## config.mk

```make
export PLATFORM = sky130hd
export DESIGN_NAME = lcm_channel_ctrl
export DESIGN_NICKNAME = d
export VERILOG_FILES = /design/src/include/lcm_pkg.sv /design/src/core/lcm_mode_decode.sv /design/src/core/lcm_channel_ctrl.sv
export SDC_FILE = /design/constraint.sdc
export NUM_CORES = 1
export LEC_CHECK = 0
export BUFFER_PORTS_ARGS = -buffer_cell sky130_fd_sc_hd__buf_4
export CORE_MARGIN = 8
export CORE_UTILIZATION = 30
export CTS_BUF_LIST = sky130_fd_sc_hd__clkbuf_16
export DETAILED_ROUTE_END_ITERATION = 16
export PLACE_DENSITY = 0.65
export SYNTH_ARGS = -nofsm -noshare
export SYNTH_HDL_FRONTEND = slang
export SYNTH_SLANG_ARGS = --single-unit
```

## constraint.sdc

```tcl
create_clock -name pclk -period 5 [get_ports pclk]
set_clock_uncertainty 0.2 [all_clocks]
set_input_delay 0 -clock pclk [delete_from_list [all_inputs] [get_ports pclk]]
set_output_delay 0 -clock pclk [all_outputs]
set_load 0.02 [all_outputs]
```

## src/include/lcm_pkg.sv

```systemverilog
// package for the line channel mode control register bank
// assumes an apb slave with 32-bit data, one aligned word per channel register
//
// Summary of operation
// RULE_01: the two loop-back select bits decode as none, remote, analog local or digital local loop-back.
// RULE_02: both loop-back select bits are read/write and reset to zero, so no loop-back is active after reset.
// RULE_03: with the e3 select bit set the channel runs at e3 rate and the sonet select bit is ignored.
// RULE_04: with e3 select and sonet select both zero the channel runs in ds3 mode.
// RULE_05: with e3 select zero and sonet select one the channel runs in sts-1 mode.
// RULE_06: e3 select at bit 2 and sonet select at bit 1 are read/write and reset to zero, giving ds3.
// RULE_07: the rail format bit at bit 0 is read/write, resets to zero and picks single or dual rail.
// RULE_08: in single-rail operation the line encoder and decoder of the channel are both active.
// RULE_09: a rail format value of zero means dual rail and one means single rail.
// RULE_10: in dual rail the coder is bypassed, the rails stay separate and each received pulse drives its own output.
// RULE_11: in single rail data uses the positive rails and the negative output flags line code violations.
// RULE_12: each of the three channels keeps its own copy of the bits and a read returns what was written.
package lcm_pkg;

   // register byte offsets, one word per channel
   localparam logic [7:0] CH_MODE_CTRL_BASE   = 8'h00;
   localparam logic [7:0] CH_MODE_CTRL_STRIDE = 8'h04;

   // field positions in channel_mode_control
   localparam int RAIL_FORMAT_POS  = 0;
   localparam int SONET_RATE_POS   = 1;
   localparam int E3_RATE_POS      = 2;
   localparam int LOCAL_LOOP_POS   = 3;
   localparam int REMOTE_LOOP_POS  = 4;
   localparam int CTRL_WIDTH       = 5;

   // reset value of every channel's field set
   localparam logic [4:0] CTRL_RESET = 5'h00;

   // apb answer for unmapped reads
   localparam logic [31:0] READ_ZERO = 32'h0000_0000;

   typedef enum logic [1:0] {
      LCM_LOOP_NONE,
      LCM_LOOP_REMOTE,
      LCM_LOOP_ANALOG_LOCAL,
      LCM_LOOP_DIGITAL_LOCAL
   } lcm_loop_type;

   typedef enum logic [1:0] {
      LCM_RATE_DS3,
      LCM_RATE_STS1,
      LCM_RATE_E3
   } lcm_rate_type;

   // stored control fields of one channel
   typedef struct packed {
      logic remote_loop_sel;
      logic local_loop_sel;
      logic e3_rate_sel;
      logic sonet_rate_sel;
      logic rail_format_sel;
   } lcm_ctrl_type;

   // decoded mode of one channel, driven to the datapath
   typedef struct packed {
      lcm_loop_type loop_mode;
      lcm_rate_type rate_mode;
      logic         single_rail;
      logic         coder_enable;
   } lcm_mode_type;

endpackage

```

## src/core/lcm_mode_decode.sv

```systemverilog
// decode of one channel's control fields into loop, rate and rail modes
// assumes the fields come straight from the register bank flip-flops
`timescale 1ns/10ps
`default_nettype none

module lcm_mode_decode (
   input  wire lcm_pkg::lcm_ctrl_type ctrl,
   output lcm_pkg::lcm_mode_type      mode
);

   // purely combinational; the top registers the result
   always_comb begin
      unique case ({ctrl.local_loop_sel, ctrl.remote_loop_sel})   // see RULE_01
         2'b00: mode.loop_mode = lcm_pkg::LCM_LOOP_NONE;
         2'b01: mode.loop_mode = lcm_pkg::LCM_LOOP_REMOTE;
         2'b10: mode.loop_mode = lcm_pkg::LCM_LOOP_ANALOG_LOCAL;
         2'b11: mode.loop_mode = lcm_pkg::LCM_LOOP_DIGITAL_LOCAL;
      endcase
      // e3 wins, the sonet bit only matters when e3 is clear
      if (ctrl.e3_rate_sel) begin
         mode.rate_mode = lcm_pkg::LCM_RATE_E3;             // see RULE_03
      end else if (ctrl.sonet_rate_sel) begin
         mode.rate_mode = lcm_pkg::LCM_RATE_STS1;           // see RULE_05
      end else begin
         mode.rate_mode = lcm_pkg::LCM_RATE_DS3;            // see RULE_04
      end
      mode.single_rail  = ctrl.rail_format_sel;             // see RULE_09
      mode.coder_enable = ctrl.rail_format_sel;             // see RULE_08
   end

endmodule

`default_nettype wire

```

## src/core/lcm_channel_ctrl.sv

```systemverilog
// apb register bank holding the mode control word of each line channel
// assumes an apb master on pclk; decoded modes feed the channel datapaths
`timescale 1ns/10ps
`default_nettype none

module lcm_channel_ctrl #(
   parameter int N_CH = 3
) (
   input  wire logic                                pclk,
   input  wire logic                                presetn,
   input  wire logic                                psel,
   input  wire logic                                penable,
   input  wire logic                                pwrite,
   input  wire logic [7:0]                          paddr,
   input  wire logic [31:0]                         pwdata,
   input  wire logic [3:0]                          pstrb,
   output logic                                     pready,
   output logic [31:0]                              prdata,
   output logic                                     pslverr,
   output lcm_pkg::lcm_mode_type [N_CH-1:0]         ch_mode
);

   // elaboration check: the address map holds at most 8 channels
   if (N_CH < 1 || N_CH > 8) begin : g_bad_n_ch
      $error("lcm_channel_ctrl: N_CH must be 1 to 8");
   end

   // whole module state in one struct
   typedef struct packed {
      lcm_pkg::lcm_ctrl_type [N_CH-1:0] ctrl;
      lcm_pkg::lcm_mode_type [N_CH-1:0] mode;
      logic                             ready;
      logic [31:0]                      rdata;
      logic                             slverr;
   } lcm_state_type;

   lcm_state_type                    state;
   lcm_state_type                    next_state;
   lcm_pkg::lcm_mode_type [N_CH-1:0] decoded;

   localparam lcm_state_type STATE_RESET = '{
      ctrl:   {N_CH{lcm_pkg::CTRL_RESET}},
      mode:   '0,
      ready:  1'b0,
      rdata:  lcm_pkg::READ_ZERO,
      slverr: 1'b0
   };

   // one decoder per channel, each on its own copy of the fields
   for (genvar c = 0; c < N_CH; c++) begin : g_ch
      lcm_mode_decode u_dec (                               // see RULE_12
         .ctrl (state.ctrl[c]),
         .mode (decoded[c])
      );
   end

   // address decode: word index relative to the base
   logic [7:0] rel_addr;
   logic [5:0] word_idx;
   logic       hit;
   assign rel_addr = paddr - lcm_pkg::CH_MODE_CTRL_BASE;
   assign word_idx = rel_addr[7:2];
   assign hit      = (paddr[1:0] == 2'b00) && (word_idx < 6'(N_CH));

   // next state: one wait-free access phase, answer in the same cycle it is sampled
   always_comb begin
      next_state        = state;
      next_state.mode   = decoded;   // mode register follows fields one cycle later
      next_state.ready  = 1'b0;
      next_state.slverr = 1'b0;
      // pready rises in the first access cycle, so the transfer ends after two cycles
      if (psel && !penable) begin
         next_state.ready  = 1'b1;
         next_state.slverr = !hit;
         next_state.rdata  = lcm_pkg::READ_ZERO;
         if (hit && !pwrite) begin
            // upper bits, including the unmodelled pattern enable, read as zero
            next_state.rdata[lcm_pkg::CTRL_WIDTH-1:0] = state.ctrl[word_idx[2:0]];  // see RULE_12
         end
      end
      // write lands at the edge where pready is sampled high
      if (psel && penable && state.ready && pwrite && hit && pstrb[0]) begin
         next_state.ctrl[word_idx[2:0]] =
            lcm_pkg::lcm_ctrl_type'(pwdata[lcm_pkg::CTRL_WIDTH-1:0]);   // see RULE_02 see RULE_06 see RULE_07
      end
   end

   // asynchronous reset puts every channel in normal, ds3, dual rail
   always_ff @(posedge pclk or negedge presetn) begin
      if (!presetn) begin
         state <= STATE_RESET;                              // see RULE_02 see RULE_06
      end else begin
         state <= next_state;
      end
   end

   // outputs straight from flip-flops
   assign pready  = state.ready;
   assign prdata  = state.rdata;
   assign pslverr = state.slverr;
   assign ch_mode = state.mode;   // datapath uses coder_enable/single_rail, see RULE_10 see RULE_11

endmodule

`default_nettype wire

```

# After elaboration in Yosys (flattened, before gate mapping)
# Cells that the tools add are included.
# Widths: inputs -> output; s select.
[totals] register_bits=37 input_bits=49 output_inout_bits=52 wordCells=71
[classes] magnitude_cmp=3 eq_ne=9 mux=16 n_reduce_logical=16
[ops] operator="$mux 34" n=1
[ops] operator="$pmux 2 s4" n=3
[ops] operator="$bwmux 15" n=1
[ops] operator="$mux 5" n=3
[ops] operator="$eq 2x2->1 const B" n=6
[ops] operator="$bmux 5 s2" n=1
[ops] operator="$demux 5 s2" n=1
[ops] operator="$logic_and 1x1->1" n=9
[ops] operator="$logic_not 2->1" n=4
[ops] operator="$eq 2x1->1 const B" n=3
[ops] operator="$lt 6x2->1 const B" n=1
[ops] operator="$mux 2" n=3
[ops] operator="$ge 3x1->1 const B" n=1
[ops] operator="$logic_not 1->1" n=3
[ops] operator="$lt 3x3->1 const B" n=1
[ops] operator="$mux 1" n=3

# Depth between registers and ports, before layout
[logic_depth] ltp_word=5 mapped_depth=5 depth_no_buf=3

# By module
# From an unflattened synthesis, not the netlist that was laid out.
[unflattened] hier_cells=157 area_unflattened_um2=1995.7
[modules_own_cells] module="lcm_channel_ctrl" instances=1 cells_per_inst=139 area_per_inst_um2=1864.3 seq_area_each_um2=1001.0
[modules_own_cells] module="lcm_mode_decode" instances=3 cells_per_inst=6 area_per_inst_um2=43.8 seq_area_each_um2=0.0

# Worst setup path after synthesis
# OpenSTA, ideal clock, no wires.
[synth_path] path_kind="register to register" start="reg state (netlist bit pready)" end="reg state[52] (netlist bit)" setup_ns=0.125 t_arrival_ns=1.625 t_required_ns=4.675 setup_slack_ns=3.050 stages_incl_launch_ff=4 n_path_buf=0 synth_period_minus_slack_ns=1.950 cell_sequence="dfrtp_1 -> or4bb_1 -> nor4_4 -> mux2_2"
[synth_between] elab_chain_len=4
[synth_lines] element="start: declaration" line="lcm_channel_ctrl.sv:37" source="lcm_state_type state;"
[synth_lines] element="start signal: assignment" line="lcm_channel_ctrl.sv:93" source="state <= next_state;"
[synth_lines] element="$logic_and 1x1->1 (4 in a row)" line="lcm_channel_ctrl.sv:82" source="if (psel && penable && state.ready && pwrite && hit && pstrb[0]) begin"
# Every way passes these cells.
# A chain may end at the register's enable or synchronous reset.

# Worst setup path in the final report
[layout_path] start="in paddr[7]" end="reg state (netlist bit prdata[4])"
[layout_between] elab_chain_len=4
[layout_lines] element="start: declaration" line="lcm_channel_ctrl.sv:14" source="input wire logic [7:0] paddr,"
[layout_lines] element="$lt 6x2->1" line="lcm_channel_ctrl.sv:63" source="assign hit = (paddr[1:0] == 2'b00) && (word_idx < 6'(N_CH));"
[layout_lines] element="$logic_and 1x1->1" line="lcm_channel_ctrl.sv:63"
[layout_lines] element="$logic_and 1x1->1" line="lcm_channel_ctrl.sv:76" source="if (hit && !pwrite) begin"
[layout_lines] element="$mux 5" line="lcm_channel_ctrl.sv:76"
# Every way passes these cells.

==> results.yml <==
floorplanning:
  core_um2: 5470
  die_h_um: 91.1
  die-area_um2: 8300
  die_w_um: 91.1
  io_pins: 101
  rows: 27
  start_util_pct: 30.9
placed_design:
  dp_cells: 232
  hpwl_um: 2650
  port_buffers: 43
  globalplace.congestion: 0.705
clocking:
  ctsResizeCount: 0
  post_cts_buffers: 0
  cts.sinks: 37
  clkTransAtPathRegs_ns: 0.05
  cts_tree: "yes"
  htree_num_levels: 2
  cts_buffer_depth: 2
  cts_hold_buf: 14
  cts-root-buf: "clkbuf_16"
  clock_latency_ns: 0.27
  cts_buffers: 5
grt:
  grt-ovfl-total: 0
  grt_pass1_wl_um: 5750
  grt_max_degree: 38
  first_global_vias: 1190
  antenna_found_initial: 0
  grt_use_total_pct: 8.60
sta:
  maxSlewHeadroom_pct: 64.1
  period_minus_slack_ns: 2.49
  holdWs_ns: 0.0210
  finalHoldViolCount: 0
  worst_pin_slew_ns: 0.534
  tns_ns: 0
  fmax_mhz: 401
  fin_crit_sh_pct: 49.9
  drv_slew: 0
  rsz0062_at_grt: "false"
  setup_viol: 0
worst_setup_path:
  r2r_start: "pready"
  worst-path-max-fanout: 5
  crit_start: "paddr[7]"
  r2r_cells: 3
  crit_top_cell: "dlygate4sd3_1"
  cpLargestDelayFamily: "buffers and inverters"
  rr_endpoint: "state[54]"
  cp-start-kind: "input port"
  path_depth: 6
  rrSetupSlack_ns: 2.94
  cp-endpoint: "prdata[4]"
  critPathMaxStageDelay_ns: 0.64
  worst_setup_path_end_kind: "flop"
  critPathSlowestCell: "or4_2"
  cp_num_buf_inv: 3
  required_ns: 5.01
  critPathArrivalTime_ns: 2.50
  crit_chain: "dlygate4sd3_1 -> buf_4 -> or4_4 -> or4_2 -> o21ai_0 -> dlygate4sd3_1"
  worstSetupPathType: "input port to flop"
finish:
  fin_cells: 254
  syn2layout_area_growth_pct: 30.4
  mostFrequentLayoutCells: "buf_4, dfrtp_1, conb_1"
  n_antenna_cell: 0
  drive_gt1_share_pct: 38.5
  fin_util_pct: 40.3
  final_common_cell: "buf_4"
  nNetsFinal: 230
routing:
  wl_per_cell_um: 13.9
  vias: 1028
  routed_wl_um: 3520
  drt_iter0_drc: 33
  drcViolationCount: 0
  route.antenna.remaining_nets: 0
  vias_per_cell: 4.05
  first_pass_iters: 4
power:
  powerDensity_nw_per_um2: 294
  finalPower_uw: 648
  peakVddDrop_mv: 0.120
  power.leakage_nw: 1.17
yosys:
  ys_types: 21
  ys_seq_elements: 37
  netlist_instances: 131
  ys_seq_area_share_pct: 54.7
  synth_area_um2: 1690
  avgSynthCellArea_um2: 12.9
  ys_warn_count: 0
flow_run:
  drv_cap: 0
outcome:
  outcome: "finished clean"
min_path:
  hold_class: "input port to async pin"
report_power, final:
group          total [mW]  switching (mW)  internal, mW
clock network       0.289           0.109         0.180
logic              0.0578          0.0372        0.0206
registers           0.301        0.000625         0.301
total               0.648           0.147         0.501
cells by family after synthesis:
group,after synthesis,synth area share (%)
flip-flops,37,54.7
AND/OR/NAND/NOR,21,9.98
buffers and inverters,41,16.4
multiplexers,20,14.0
other,1,0.222
AO/OA/AOI/OAI,11,4.66
sequential cells by signal (all words and copies together) (netlist names):
name,cells
pslverr,1
prdata,5
state,15
ch_mode,15
pready,1
worst min-delay path by stage:
| stage | to | slack [ns] | depth (start not counted) |
|---|---|---|---|
| floorplan | ch_mode[0] | -0.50 | 0 |
| global placement | ch_mode[0] | -0.22 | 1 |
| detailed placement | state[57] | -0.21 | 1 |
| CTS | pready | 0.03 | 3 |
| global route | state[57] | 0.06 | 2 |
| finish | ch_mode[0] | 0.02 | 2 |
cell usage after synthesis:
master / count / area share [%]
a211o_2: 1 / 0.59
a2bb2oi_1: 5 / 2.6
buf_4: 31 / 14
buf_6: 1 / 0.67
clkbuf_1: 8 / 1.8
conb_1: 1 / 0.22
dfrtp_1: 37 / 55
inv_1: 1 / 0.22
mux2_2: 10 / 6.7
mux2_4: 5 / 4.4
mux2i_1: 5 / 3.0
nand2_1: 5 / 1.1
nand2b_1: 1 / 0.37
nand4b_1: 3 / 1.6
nor2_1: 2 / 0.44
nor2b_1: 4 / 1.5
nor4_4: 2 / 2.5
o21ai_0: 5 / 1.5
or4_2: 1 / 0.52
or4_4: 2 / 1.3
or4bb_1: 1 / 0.67
layer usage:
metal | share of wire, % | track usage [%]
met5 | 0 | 0
met4 | 1.2 | 3.00
met3 | 9.1 | 4.36
met2 | 47 | 13.5
met1 | 43 | 9.86
stage by stage:
step | cell area [um2] | worst slack [ns]
floorplan | 1790 | 3.05
global placement | 1930 | 2.96
detailed placement | 1930 | 2.92
CTS | 2210 | 2.52
global route | 2210 | 2.40
finish | 2210 | 2.51
final cells by class:
type | instances | area (um2)
clock inverters | 3 | 12.5
multi-input cells | 79 | 587
flip-flops and latches | 37 | 926
well taps | 72 | 90.1
clock buffers | 5 | 125
repair buffers | 57 | 463
inverters | 1 | 3.75
fillers | 537 | 3270
worst reg2reg max path, stage by stage (launching register included):
cell	delay [ns]
dfrtp_1	0.38
or4bb_1	0.55
nor4_4	0.43
mux2_2	0.40
Note: power is estimated with default switching activity, not from simulation.
